`src/common/rcc_pkg.sv`:
```
// rcc_pkg: constants and types shared by the command path control block
// assumes a single 40 MHz clock and control words reached only from the command bus
package rcc_pkg;

	// ****************************************
	// clock and timing
	// ****************************************
	localparam int CLK_PERIOD_PS = 25000;           // 40 MHz
	localparam int ACT_TIME_NS   = 1000;            // activation_time, plain default
	localparam int ACT_CYC       = (ACT_TIME_NS * 1000) / CLK_PERIOD_PS; // longest: round down
	localparam int ACT_W         = 8;
	localparam logic [ACT_W-1:0] ACT_CNT = ACT_W'(ACT_CYC);
	localparam logic [1:0] MRS_GAP = 2'h3;          // clocks that keep inversion off
	localparam logic [1:0] T3_HOLD = 2'h2;          // extra clocks a 3T value stands

	// ****************************************
	// control words
	// ****************************************
	localparam int CW_NUM = 16;
	localparam int CW_W   = 4;
	localparam logic [3:0] CW_RST  = 4'h0;          // words 0..5, 8..15
	localparam logic [3:0] CW6_RST = 4'h0;          // arbitrary vendor default
	localparam logic [3:0] CW7_RST = 4'h0;          // arbitrary vendor default
	localparam logic [3:0] CW_GLOBAL = 4'h0;
	localparam logic [3:0] CW_TIMING = 4'h2;        // timing_word
	localparam logic [3:0] CW_POWER  = 4'h9;        // power_saving_word
	localparam int GLB_INV_OFF_BIT = 0;             // 1: output inversion disabled
	localparam int TIM_3T_BIT      = 0;             // 1: 3T timing
	localparam int PWR_TERM_ON_BIT = 0;             // 1: keep termination in power down
	localparam int PWR_SAVE_BIT    = 3;             // 1: clock-enable power down allowed

	// ****************************************
	// pins
	// ****************************************
	localparam logic [15:0] INV_ADDR_MASK = 16'hebf8; // addr 3-9, 11, 13-15
	localparam logic [2:0]  INV_BANK_MASK = 3'h7;
	localparam logic [3:0]  CS_IDLE       = 4'hf;
	localparam logic [3:0]  CS_QUAD_ALL   = 4'h0;
	localparam logic [3:0]  CS_QUAD_HI    = 4'h3;     // selects 3 and 2 low
	localparam logic [3:0]  CS_QUAD_LO    = 4'hc;     // selects 1 and 0 low

	typedef enum logic [3:0] {
		RCC_RUN      = 4'b0001,
		RCC_CKE_PD   = 4'b0010,
		RCC_CLK_STOP = 4'b0100,
		RCC_WAKE     = 4'b1000
	} rcc_state_t;

endpackage

```
`src/rtl/rcc_ctrl_words.sv`:
```
// rcc_ctrl_words: sixteen four-bit control words
// assumes the caller qualifies writes; contents survive anything but reset
`timescale 1ns/1ps

module rcc_ctrl_words (
	// clock and reset
	input  wire logic        clk_i,
	input  wire logic        rst_b_i,
	// write port
	input  wire logic        wr_i,
	input  wire logic [3:0]  sel_i,
	input  wire logic [3:0]  data_i,
	// all words, word n at bits 4n+3..4n
	output logic      [63:0] words_o
);

	logic [3:0] mem_q [rcc_pkg::CW_NUM];

	// ****************************************
	// storage
	// ****************************************
	// reset restores defaults, reserved words store like any other
	always_ff @(posedge clk_i) begin
		if (!rst_b_i) begin
			for (int i = 0; i < rcc_pkg::CW_NUM; i++) begin
				mem_q[i] <= (i == 6) ? rcc_pkg::CW6_RST :
				            (i == 7) ? rcc_pkg::CW7_RST : rcc_pkg::CW_RST;
			end
		end else if (wr_i) begin
			mem_q[sel_i] <= data_i;
		end
	end

	// flatten for the reader
	always_comb begin
		for (int i = 0; i < rcc_pkg::CW_NUM; i++) begin
			words_o[i*rcc_pkg::CW_W +: rcc_pkg::CW_W] = mem_q[i];
		end
	end

endmodule

```
`src/rtl/rcc_cmd_ctrl.sv`:
```
// rcc_cmd_ctrl: command path control of a registering clock driver
// assumes host pins are synchronous to clk_i and clk_stopped_i reports the
// input clock pair held low by an outside detector
`timescale 1ns/1ps

module rcc_cmd_ctrl (
	// clock and reset
	input  wire logic        clk_i,
	input  wire logic        rst_b_i,
	// host command bus
	input  wire logic [3:0]  host_chip_sel_in_b_i,
	input  wire logic [1:0]  host_clk_en_in_i,
	input  wire logic [1:0]  host_term_in_i,
	input  wire logic        host_row_strobe_in_b_i,
	input  wire logic        host_col_strobe_in_b_i,
	input  wire logic        host_write_en_in_b_i,
	input  wire logic [15:0] host_addr_in_i,
	input  wire logic [2:0]  host_bank_in_i,
	input  wire logic        host_parity_in_i,
	// configuration and clock detector
	input  wire logic        quad_rank_mode_i,
	input  wire logic        clk_stopped_i,
	// rank side, A outputs
	output logic      [3:0]  rank_chip_sel_out_b_o,
	output logic      [1:0]  rank_clk_en_out_o,
	output logic      [1:0]  rank_term_out_o,
	output logic             a_side_row_strobe_b_o,
	output logic             a_side_col_strobe_b_o,
	output logic             a_side_write_en_b_o,
	output logic      [15:0] a_side_addr_o,
	output logic      [2:0]  a_side_bank_o,
	// rank side, B outputs
	output logic      [15:0] b_side_addr_out_o,
	output logic      [2:0]  b_side_bank_out_o,
	// open-drain error pin
	output logic             parity_error_out_o,
	output logic             parity_error_oe_o,
	// status
	output logic             input_rcv_en_o,
	output logic             input_term_en_o,
	output logic             inversion_en_o,
	output logic             timing_3t_o
);

	// ****************************************
	// helpers
	// ****************************************
	// number of active (low) selects
	function automatic logic [2:0] low_count(input logic [3:0] cs);
		logic [2:0] n;
		n = 3'h0;
		for (int i = 0; i < 4; i++) begin
			n = n + {2'h0, ~cs[i]};
		end
		return n;
	endfunction

	// ****************************************
	// declarations
	// ****************************************
	rcc_pkg::rcc_state_t      state_q, state_d;
	logic [rcc_pkg::ACT_W-1:0] act_q, act_d;
	logic [1:0]  mrs_cnt_q, mrs_cnt_d;
	logic [1:0]  hold_q, hold_d;
	logic        mrs_pend_q;
	logic [3:0]  mrs_cs_q;
	logic [1:0]  cke_prev_q;
	logic [63:0] words;
	logic [3:0]  cs_eff;
	logic        cw_dual, cw_quad, cw_hit, cw_ok, cw_wr;
	logic        is_mrs, par_bad, live, cke_any, t3, inv_d;
	logic        pwr_save, term_keep, pd_entry, cmd_take, keep_cmd;
	logic [3:0]  cs_d;
	logic [1:0]  cke_d, term_d;
	logic [15:0] addr_d;
	logic [2:0]  bank_d;
	logic        ras_d, cas_d, we_d;

	// ****************************************
	// control words
	// ****************************************
	rcc_ctrl_words u_words (
		.clk_i   (clk_i),
		.rst_b_i (rst_b_i),
		.wr_i    (cw_wr),
		.sel_i   ({host_bank_in_i[2], host_addr_in_i[2:0]}),
		.data_i  ({host_bank_in_i[1:0], host_addr_in_i[4:3]}),
		.words_o (words)
	);

	// ****************************************
	// decode
	// ****************************************
	// selects 3 and 2 do not exist in dual-rank mode
	assign cs_eff   = quad_rank_mode_i ? host_chip_sel_in_b_i
	                                   : {2'b11, host_chip_sel_in_b_i[1:0]};
	assign cw_dual  = (host_chip_sel_in_b_i[1:0] == 2'b00);
	assign cw_quad  = (host_chip_sel_in_b_i == rcc_pkg::CS_QUAD_ALL) ||
	                  (host_chip_sel_in_b_i == rcc_pkg::CS_QUAD_HI) ||
	                  (host_chip_sel_in_b_i == rcc_pkg::CS_QUAD_LO);
	assign cw_hit   = live && (quad_rank_mode_i ? cw_quad : cw_dual);
	assign cke_any  = |host_clk_en_in_i;
	// strobes and termination play no part in qualifying an access
	assign cw_ok    = cw_hit && cke_any && (host_addr_in_i[15:5] == 11'h000);
	assign par_bad  = host_parity_in_i != ^{host_addr_in_i, host_bank_in_i,
	                  host_row_strobe_in_b_i, host_col_strobe_in_b_i, host_write_en_in_b_i};
	assign cw_wr    = cw_ok && !par_bad;
	// mode set: all strobes low with exactly one select low
	assign is_mrs   = live && !cw_hit && !host_row_strobe_in_b_i &&
	                  !host_col_strobe_in_b_i && !host_write_en_in_b_i &&
	                  (low_count(cs_eff) == 3'h1);
	assign cmd_take = live && !cw_hit && (cs_eff != rcc_pkg::CS_IDLE);

	// configuration bits from the words
	assign t3       = words[rcc_pkg::CW_TIMING*rcc_pkg::CW_W + rcc_pkg::TIM_3T_BIT];
	assign pwr_save = words[rcc_pkg::CW_POWER*rcc_pkg::CW_W + rcc_pkg::PWR_SAVE_BIT];
	assign term_keep = words[rcc_pkg::CW_POWER*rcc_pkg::CW_W + rcc_pkg::PWR_TERM_ON_BIT];
	// inversion off while a mode set is in flight or the global word says so
	assign inv_d    = !words[rcc_pkg::CW_GLOBAL*rcc_pkg::CW_W + rcc_pkg::GLB_INV_OFF_BIT]
	                  && !is_mrs && (mrs_cnt_q == 2'h0);

	// both enables low now, at least one was high before
	assign pd_entry = pwr_save && !cke_any && (cke_prev_q != 2'b00);
	assign live     = (state_q == rcc_pkg::RCC_RUN);

	// ****************************************
	// power state sequencing
	// ****************************************
	always_comb begin
		state_d = state_q;
		act_d   = act_q;
		unique case (state_q)
			rcc_pkg::RCC_RUN: begin
				if (clk_stopped_i) begin
					state_d = rcc_pkg::RCC_CLK_STOP;
				end else if (pd_entry) begin
					state_d = rcc_pkg::RCC_CKE_PD;
				end
			end
			rcc_pkg::RCC_CKE_PD: begin
				if (clk_stopped_i) begin
					state_d = rcc_pkg::RCC_CLK_STOP;
				end else if (cke_any) begin
					state_d = rcc_pkg::RCC_RUN;
				end
			end
			rcc_pkg::RCC_CLK_STOP: begin
				if (!clk_stopped_i) begin
					state_d = rcc_pkg::RCC_WAKE;
					act_d   = rcc_pkg::ACT_CNT;
				end
			end
			rcc_pkg::RCC_WAKE: begin
				if (clk_stopped_i) begin
					state_d = rcc_pkg::RCC_CLK_STOP;
				end else if (act_q <= 8'h01) begin
					state_d = rcc_pkg::RCC_RUN;
				end else begin
					act_d = act_q - 8'h01;
				end
			end
		endcase
	end

	// ****************************************
	// command path next values
	// ****************************************
	// a value stands while 3T hold runs, during control access or power down
	assign keep_cmd = !live || cw_hit || (hold_q != 2'h0);
	assign addr_d   = keep_cmd ? a_side_addr_o : host_addr_in_i;
	assign bank_d   = keep_cmd ? a_side_bank_o : host_bank_in_i;
	assign ras_d    = keep_cmd ? a_side_row_strobe_b_o : host_row_strobe_in_b_i;
	assign cas_d    = keep_cmd ? a_side_col_strobe_b_o : host_col_strobe_in_b_i;
	assign we_d     = keep_cmd ? a_side_write_en_b_o : host_write_en_in_b_i;
	assign hold_d   = (hold_q != 2'h0) ? hold_q - 2'h1 :
	                  (cmd_take && t3) ? rcc_pkg::T3_HOLD : 2'h0;
	assign mrs_cnt_d = is_mrs ? rcc_pkg::MRS_GAP :
	                   (mrs_cnt_q != 2'h0) ? mrs_cnt_q - 2'h1 : 2'h0;

	// selects skip the 3T hold; a mode set goes out one clock late
	assign cs_d     = mrs_pend_q ? mrs_cs_q :
	                  (!live || cw_hit || is_mrs) ? rcc_pkg::CS_IDLE : cs_eff;
	// clock-enable outputs low while clocks are stopped, held on control access
	assign cke_d    = (state_q == rcc_pkg::RCC_CLK_STOP) ? 2'b00 :
	                  cw_hit ? rank_clk_en_out_o : host_clk_en_in_i;
	assign term_d   = (state_q == rcc_pkg::RCC_CLK_STOP ||
	                   state_q == rcc_pkg::RCC_WAKE) ? 2'b00 :
	                  cw_hit ? rank_term_out_o : host_term_in_i;

	// ****************************************
	// state registers
	// ****************************************
	always_ff @(posedge clk_i) begin
		if (!rst_b_i) begin
			state_q    <= rcc_pkg::RCC_RUN;
			act_q      <= '0;
			mrs_cnt_q  <= 2'h0;
			hold_q     <= 2'h0;
			mrs_pend_q <= 1'b0;
			mrs_cs_q   <= rcc_pkg::CS_IDLE;
			cke_prev_q <= 2'b00;
		end else begin
			state_q    <= state_d;
			act_q      <= act_d;
			mrs_cnt_q  <= mrs_cnt_d;
			hold_q     <= hold_d;
			mrs_pend_q <= is_mrs;
			mrs_cs_q   <= cs_eff;
			cke_prev_q <= host_clk_en_in_i;
		end
	end

	// ****************************************
	// output registers
	// ****************************************
	// B side carries the complement of the listed A bits while inversion is on
	always_ff @(posedge clk_i) begin
		if (!rst_b_i) begin
			rank_chip_sel_out_b_o <= rcc_pkg::CS_IDLE;
			rank_clk_en_out_o     <= 2'b00;
			rank_term_out_o       <= 2'b00;
			a_side_row_strobe_b_o <= 1'b1;
			a_side_col_strobe_b_o <= 1'b1;
			a_side_write_en_b_o   <= 1'b1;
			a_side_addr_o         <= 16'h0000;
			a_side_bank_o         <= 3'h0;
			b_side_addr_out_o     <= rcc_pkg::INV_ADDR_MASK;
			b_side_bank_out_o     <= rcc_pkg::INV_BANK_MASK;
			inversion_en_o        <= 1'b1;
		end else begin
			rank_chip_sel_out_b_o <= cs_d;
			rank_clk_en_out_o     <= cke_d;
			rank_term_out_o       <= term_d;
			a_side_row_strobe_b_o <= ras_d;
			a_side_col_strobe_b_o <= cas_d;
			a_side_write_en_b_o   <= we_d;
			a_side_addr_o         <= addr_d;
			a_side_bank_o         <= bank_d;
			b_side_addr_out_o     <= addr_d ^ (inv_d ? rcc_pkg::INV_ADDR_MASK : 16'h0000);
			b_side_bank_out_o     <= bank_d ^ (inv_d ? rcc_pkg::INV_BANK_MASK : 3'h0);
			inversion_en_o        <= inv_d;
		end
	end

	// ****************************************
	// error pin and status
	// ****************************************
	// error pulls the pin low for one clock; receivers follow the power state
	always_ff @(posedge clk_i) begin
		if (!rst_b_i) begin
			parity_error_out_o <= 1'b0;
			parity_error_oe_o  <= 1'b0;
			input_rcv_en_o     <= 1'b1;
			input_term_en_o    <= 1'b1;
			timing_3t_o        <= 1'b0;
		end else begin
			parity_error_out_o <= 1'b0;
			parity_error_oe_o  <= cw_ok && par_bad;
			input_rcv_en_o     <= (state_d != rcc_pkg::RCC_CLK_STOP);
			input_term_en_o    <= (state_d == rcc_pkg::RCC_RUN) ||
			                      (state_d == rcc_pkg::RCC_WAKE) ||
			                      (state_d == rcc_pkg::RCC_CKE_PD && term_keep);
			timing_3t_o        <= t3;
		end
	end

endmodule

```
`config.mk`:
```
export PLATFORM = sky130hd
export DESIGN_NAME = rcc_cmd_ctrl
export DESIGN_NICKNAME = d
export VERILOG_FILES = /design/src/common/rcc_pkg.sv /design/src/rtl/rcc_ctrl_words.sv /design/src/rtl/rcc_cmd_ctrl.sv
export SDC_FILE = /design/constraint.sdc
export NUM_CORES = 1
export LEC_CHECK = 0
export ABC_AREA = 1
export BUFFER_PORTS_ARGS = -buffer_cell sky130_fd_sc_hd__buf_2
export CAP_MARGIN = 40
export CORE_MARGIN = 3
export CORE_UTILIZATION = 46
export CTS_BUF_LIST = sky130_fd_sc_hd__clkbuf_8 sky130_fd_sc_hd__clkbuf_16
export CTS_CLUSTER_SIZE = 28
export DETAILED_ROUTE_END_ITERATION = 12
export GPL_ROUTABILITY_DRIVEN = 1
export MAX_ROUTING_LAYER = met4
export PLACE_DENSITY = 0.73
export SKIP_CTS_REPAIR_TIMING = 1
export SLEW_MARGIN = 20
export SYNTH_ARGS = -nofsm -noshare
export SYNTH_HDL_FRONTEND = slang
export SYNTH_SLANG_ARGS = --single-unit
```
`constraint.sdc`:
```
create_clock -name clk_i -period 1.9 [get_ports clk_i]
set_input_delay 0 -clock clk_i [delete_from_list [all_inputs] [get_ports clk_i]]
set_output_delay 0 -clock clk_i [all_outputs]
set_load 0.005 [all_outputs]
```
# Word-level counts from Yosys, hierarchy flattened
# Memory sizes are Yosys's and may differ from the RTL's.
# Index checks and enable logic that the tools add are counted.
dict set report classes {
  add_sub_neg 6
  n_mul 0
  n_div 0
  order_cmp 1
  eq_ne 16
  shifts 0
  mux 31
  bitwise_logic 7
  n_reduce_logical 48
}
# cell count
set op_table {}
lappend op_table {{4-bit 2-to-1 mux} 12}
lappend op_table {{16-bit 2-to-1 mux} 2}
lappend op_table {{8-bit 2-to-1 mux} 3}
lappend op_table {{22-bit XOR reduction} 1}
lappend op_table {{1-bit logical AND} 17}
lappend op_table {{4-bit one-hot mux with 4 select lines} 1}
lappend op_table {{8-bit one-hot mux with 2 select lines} 1}
lappend op_table {{16-bit XOR} 1}
lappend op_table {{4-bit by 2-bit equality test with 1-bit output (second input constant)} 3}
lappend op_table {{4-bit equality test (second input constant)} 3}
lappend op_table {{11-bit logical NOT} 1}
lappend op_table {{1-bit logical NOT} 9}
lappend op_table {{4-bit by 1-bit equality test with 1-bit output (second input constant)} 2}
lappend op_table {{8-bit by 1-bit <= comparator with 1-bit output (second input constant)} 1}
lappend op_table {{1-bit logical OR} 8}
lappend op_table {{2-bit 2-to-1 mux} 4}
lappend op_table {{2-bit nonzero test} 4}
lappend op_table {{8-bit by 1-bit subtractor with 8-bit output (second input constant)} 1}
lappend op_table {{1-bit 2-to-1 mux} 6}
lappend op_table {{3-bit 2-to-1 mux} 2}
lappend op_table {{2-bit != test (second input constant)} 3}
lappend op_table {{2-bit OR reduction} 3}
lappend op_table {{1-bit inverter} 5}
lappend op_table {{4-bit by 3-bit equality test with 1-bit output (second input constant)} 1}
lappend op_table {{13 further kinds} 15}
dict set report totals {
  reg_bits 77
  latchBits 0
  mem_bits_rw 64
  rom_bits 0
  out_inout_bits 55
  wordCells 132
  n_memories 1
}
# name depth word_bits read_ports rd_clocked_by_memory_dff write_ports line_no
set memory_table {}
lappend memory_table {u_words.mem_q 16 4 3 0 16 rcc_ctrl_words.sv:17} ;# logic [3:0] mem_q [rcc_pkg::CW_NUM];

# Depth between registers and ports, before layout
dict set report logic_depth {
  word_depth 16
  depth_mapped 14
  mapped_depth_nobuf 13
}

# Hierarchy
# From an unflattened synthesis, not the netlist that was laid out.
dict set report unflattened {
  cells_unflattened 755
  area_unflattened_um2 6177.2
}
# mod n_inst cells_per_inst area_per_inst_um2 seq_area_each_um2
set modules_own_cells {}
lappend modules_own_cells {rcc_cmd_ctrl 1 568 3772.4 1441.4}
lappend modules_own_cells {rcc_ctrl_words 1 187 2404.8 1921.8}

# Worst setup path before layout
# No wires, ideal clock.
dict set report synth_timing {
  kind {input port to flip-flop}
  from {in host_chip_sel_in_b_i[3]}
  to {reg b_side_addr_out_o[11]}
  setup_ns 0.116
  arrival_ns 1.935
  required_ns 1.784
  path_slack_ns -0.151
  path_stages 13
  cell_sequence {inv_1 nand2_2 fa_1 inv_1 ha_1 ha_1 nor4_4 nand2_2 nand4_4 nand2_2 buf_2 o21ai_0 nand2_1}
}
dict set report synth_via {
  word_cells_on_any_way 25
  cone_classes {add/sub (1); eq/ne (3); mux (4); bitwise (2); reduce/logical (15)}
}
# item line_no
set synth_lines {}
lappend synth_lines {{from (decl)} rcc_cmd_ctrl.sv:11} ;# input wire logic [3:0] host_chip_sel_in_b_i,
lappend synth_lines {{4-bit 2-to-1 mux} rcc_cmd_ctrl.sv:95} ;# assign cs_eff = quad_rank_mode_i ? host_chip_sel_in_b_i
lappend synth_lines {{named net cs_eff[3]} rcc_cmd_ctrl.sv:69} ;# logic [3:0] cs_eff;
lappend synth_lines {{1-bit inverter} rcc_cmd_ctrl.sv:53} ;# n = n + {2'h0, ~cs[i]};
lappend synth_lines {{3-bit by 1-bit adder with 3-bit output} rcc_cmd_ctrl.sv:53}
lappend synth_lines {{3-bit by 1-bit equality test with 1-bit output} rcc_cmd_ctrl.sv:111} ;# (low_count(cs_eff) == 3'h1);
lappend synth_lines {{1-bit logical AND} rcc_cmd_ctrl.sv:110} ;# !host_col_strobe_in_b_i && !host_write_en_in_b_i &&
lappend synth_lines {{1-bit logical NOT} rcc_cmd_ctrl.sv:120} ;# && !is_mrs && (mrs_cnt_q == 2'h0);
lappend synth_lines {{1-bit logical AND (2 in a row)} rcc_cmd_ctrl.sv:120}
lappend synth_lines {{16-bit 2-to-1 mux} rcc_cmd_ctrl.sv:239} ;# b_side_addr_out_o <= addr_d ^ (inv_d ? rcc_pkg::INV_ADDR_MASK : 16'h0000);
lappend synth_lines {{16-bit XOR} rcc_cmd_ctrl.sv:239}
lappend synth_lines {{to (signal assigned)} rcc_cmd_ctrl.sv:227} ;# b_side_addr_out_o <= rcc_pkg::INV_ADDR_MASK;
lappend synth_lines {{to (signal assigned)} rcc_cmd_ctrl.sv:239}
lappend synth_lines {{to (decl)} rcc_cmd_ctrl.sv:33} ;# output logic [15:0] b_side_addr_out_o,
# The timed path passes the listed nets, and every way through them passes these cells.
# A chain may end at the register's enable or synchronous reset.

# Worst setup path after layout
dict set report layout_timing {
  from {reg act_q[1] (netlist name)}
  to {reg input_term_en_o}
}
dict set report layout_via {
  elab_chain_cells 7
  word_cells_on_any_way 10
  cone_classes {order compare (1); eq/ne (3); mux (3); reduce/logical (3)}
}
# item line_no
set layout_rtl {}
lappend layout_rtl {{from (decl)} rcc_cmd_ctrl.sv:62} ;# logic [rcc_pkg::ACT_W-1:0] act_q, act_d;
lappend layout_rtl {{from (signal assigned)} rcc_cmd_ctrl.sv:204} ;# act_q <= act_d;
lappend layout_rtl {{8-bit by 1-bit <= comparator with 1-bit output (*)} rcc_cmd_ctrl.sv:156} ;# end else if (act_q <= 8'h01) begin
lappend layout_rtl {{4-bit 2-to-1 mux (*)} rcc_cmd_ctrl.sv:156}
lappend layout_rtl {{4-bit 2-to-1 mux (*)} rcc_cmd_ctrl.sv:154} ;# if (clk_stopped_i) begin
lappend layout_rtl {{4-bit one-hot mux with 4 select lines (*)} rcc_cmd_ctrl.sv:132} ;# unique case (state_q)
lappend layout_rtl {{4-bit by 1-bit equality test with 1-bit output (tied with other cells)} rcc_cmd_ctrl.sv:260} ;# input_term_en_o <= (state_d == rcc_pkg::RCC_RUN) ||
lappend layout_rtl {{1-bit logical OR or 1-bit logical AND (tied branches)} {rcc_cmd_ctrl.sv:260, rcc_cmd_ctrl.sv:262}}
lappend layout_rtl {{1-bit logical OR (*)} rcc_cmd_ctrl.sv:261} ;# (state_d == rcc_pkg::RCC_WAKE) ||
lappend layout_rtl {{to (signal assigned)} rcc_cmd_ctrl.sv:260}
lappend layout_rtl {{to (decl)} rcc_cmd_ctrl.sv:40} ;# output logic input_term_en_o,
# Every way passes the cells marked *; elsewhere a longest branch is shown, timed or not.

==> impl_results.md <==
* Area leader, netlist: dfxtp_1
* Reg2reg setup slack at roughly 160 ps
* Pleak at 2.39 nW
* Pwr dens at roughly 800 nW/um2
* Post-Synth XOR/XNOR Area at 2.09%
* CTS Buf Count at 9
* Max Fclk at around 570 MHz
* Hold_sp: host_addr_in_i[13]
* Net Count, Synth at 578
* CTS root buf: clkbuf_8
* Switch share at 29.6%
* Yosys reg bits at 76
* GRT Overall Usage at 20.5%
* Adder and majority gate portion of the synthesized area at roughly 3.5%
* Number of vias per cell at 4.81
* Worst Max-Slew Pin Slew at 491 ps
* Die W at around 97 um
* Antenna diodes at 0
* Critical path's top delay family: simple AND/OR/NAND/NOR gates
* Crit Path Max Fanout at 3
* Period minus WS final at 1740 ps
* Yosys top cell area share at 38.3%
* Synth top area cells: dfxtp_1 (38%), nand2_1 (15%), inv_1 (7.6%)
* Slowest library cell on the worst path: dfxtp_2
* CP Launch Type: flop
* # DRC at 0
* Clock network power share at 32.4%
* Pre-CTS WS at -212 ps
* Nature of the critical path endpoint: flop
* DR WL/cell at approximately 12 um
* Initial core utilization at 48.0%
* Final setup fails at 0
* Hold path depth at 3
* Core Rows at 32
* Area grow syn2layout at 24.5%
* Warnings, synthesis at 0
* Final WL at 8950 um
* Fill cells at between 700 and 800
* Combinational Power Share at between 20% and 30%
* Simple-gate share of the synthesized area at approximately a third
* Die H at 96.5 um
* Compound-Gate Fraction of Synth Area at 9.47%
* Multi-input gate area at ~1800 um2
* Post-synthesis sequential area ratio at roughly two fifths
* Initial antenna violation count at 0
* Final setup margin at about 160 ps
* Hold EP: a_side_addr_o[13]
* Largest net degree at the start of global routing at 46
* P_sw at 1.13 mW
* Worst-path clk slew at approximately 80 ps
* Critical path data arrival time at just under 2000 ps
* CP required at between 2000 and 2500 ps
* Die area at ~9300 um2
* Final hold violations at 10
* Share of cells above drive strength 1 at 23.5%
* Internal Power at 2.69 mW
* Drt initial violations at 120
* WL met1 at 4000 um
* Crit-path cells: inv_2 -> ha_1 -> or2_4 -> nand4_1 -> nand2_1 -> nand2_2 -> nand2_4 -> buf_12 -> nand2_1 -> nor2_1 -> a21oi_1 -> nand3_1
* Crit path kind: reg -> reg
* HP Class: in -> reg
* Routed Antenna Nets at 0
* Gpl congestion at ~0.86
* Reg2reg path depth at 12
* Highest routed layer: met4
* Clock Skew at 7.66 ps
* Failing checks: negative hold slack
* Clk buf depth at 2
* DPL Wire Length at 6660 um
* CP peak stage delay at 340 ps
* Met2 wire length at 4330 um
* Total of max-cap violations at 0
* Outcome: finished, violations left
* Drt pass-1 iters at 4
* Maximum vdd drop at 0.000452 V
* Vias at 3,580
* Vias in the first global route at ~3,400
* Syn_area_per_cell at slightly above 7 um2
* Cell count after synthesis at 533
* Largest family of logic cells by synthesized area: simple AND/OR/NAND/NOR gates
* Post-DP Area at 4310 um2
* Most common cell on crit path: nand2_1
* Worst-skew pair later-pin latency at 350 ps
* Mux contribution to synthesized area at 0%
* I/O Buffers at 88
* Final Cell Area at 4690 um2
* Sequential Power Share at roughly 47%
* CTS tree: done
* Core Region at 7850 um2
* Htree depth at 3
* Mapped cell area at 3770 um2
* Register area at 1560 um2
* Final period util at 91.6%
* Worst hold slack at -32.6 ps
* Final Max Slew Viols at 0
* RSZ-0062 raised after global routing: no
* Total global routing overflow at 0
* First-pass GRT wire length at 14,500 um
* RR Endpoint: input_term_en_o
* Distinct cells, synth at 34
* Nets at between 600 and 700
* Relative slew slack at between 60% and 70%
* Met3 wire length at 455 um
* I/O pin cnt at 90
* Clock net sink count at 76
* Reg-to-reg startpoint: act_q[1]
* WP buf/inv at 2
-- logic make-up (layout without fill, tap and decap cells) --
logic type	Yosys count	count (layout)
buffers and inverters	100	210
XOR/XNOR	9	9
AO/OA/AOI/OAI	68	68
adder cells (fa/ha/maj)	10	10
flip-flops	76	76
AND/OR/NAND/NOR	269	269
other	1	1
-- worst min-delay path: stages --
cell and delay (ps):
buf_2 100, o21ai_1 90, nor2_1 90
-- power groups by stage --
stage	clock network [mW]	registers (mW)	logic [mW]
floorplan	0	1.84	0.489
global placement	0	1.83	0.733
detailed placement	0	1.83	0.757
CTS	1.27	1.80	0.761
global route	1.33	1.81	0.898
finish	1.24	1.80	0.785
-- Yosys cell counts --
master and count:
inv_2 5, ha_1 9, clkinv_2 1, buf_6 5
xnor2_1 5, or2_2 1, edfxtp_1 4, nor2_1 52
o21ai_1 16, or2_1 3, nand2_1 147, nand4_4 2
a211oi_1 1, nor3_1 8, conb_1 1, o21ai_0 25
a21oi_1 20, inv_1 76, clkbuf_1 6, nor4_4 1
xor2_1 4, nand3_2 1, nand3_1 22, or2_0 12
nand4_1 8, o211ai_1 4, buf_4 6, a21boi_0 1
nand2_2 7, a31oi_1 1, buf_2 1, nor2_2 5
fa_1 1, dfxtp_1 72
-- cells in the final DEF (no fill, tap or decap), types with 8 or more instances in the layout --
cell type / count
a21oi_1: 20
buf_2: 88
buf_4: 12
clkbuf_8: 11
dfxtp_1: 70
dlygate4sd3_1: 11
inv_1: 71
inv_2: 8
nand2_1: 146
nand3_1: 22
nand4_1: 8
nor2_1: 52
nor3_1: 8
o21ai_0: 25
o21ai_1: 16
or2_0: 12
-- worst max-delay path by stage --
stage | startpoint | end | cells after the start | slack (ps)
global route | act_q[1] | act_q[2] | 11 | 40
global placement | host_chip_sel_in_b_i[3] | b_side_bank_out_o[1] | 13 | -160
finish | act_q[1] | input_term_en_o | 12 | 160
CTS | act_q[0] | act_q[5] | 10 | 30
floorplan | host_chip_sel_in_b_i[3] | b_side_addr_out_o[13] | 13 | 2
detailed placement | host_chip_sel_in_b_i[3] | b_side_addr_out_o[4] | 13 | -210
-- metal layers --
metal  GRT usage [%]  vias up
met5               -        -
met4            7.36        0
met3            4.03       15
met2            34.1       88
met1            24.7     1609
li1                -     1868
-- metrics by stage --
step | total power [mW] | setup TNS [ps] | instances | utilization [%] | hold slack [ps]
final | 3.82 | 0 | 745 | 59.8 | -32.6
after global routing | 4.04 | 0 | 745 | 59.8 | -12.6
after CTS | 3.83 | 0 | 731 | 57.5 | -191
after detailed placement | 2.59 | -3290 | 715 | 54.9 | 190
after global placement | 2.56 | -2520 | 715 | 54.9 | 183
after floorplan | 2.33 | 0 | 533 | - | 61.9
-- registers in the layout, summed over array words and instances, names as in the netlist, 3 cells and up --
| signal | count |
|---|---|
| a_side_addr_o | 16 |
| b_side_addr_out_o | 11 |
| act_q | 8 |
| mrs_cs_q | 4 |
| rank_chip_sel_out_b_o | 4 |
| state_q | 4 |
| u_words.mem_q | 4 |
| a_side_bank_o | 3 |
| b_side_bank_out_o | 3 |
-- final cells by class --
cell class / instances / area share [%]
well taps: 102 / 2.72
inverters: 82 / 6.83
clock inverters: 4 / 0.587
flip-flops and latches: 76 / 33.3
repair buffers: 112 / 14.1
clock buffers: 12 / 3.76
multi-input cells: 357 / 38.7
Power figures use the tool's default switching activity.
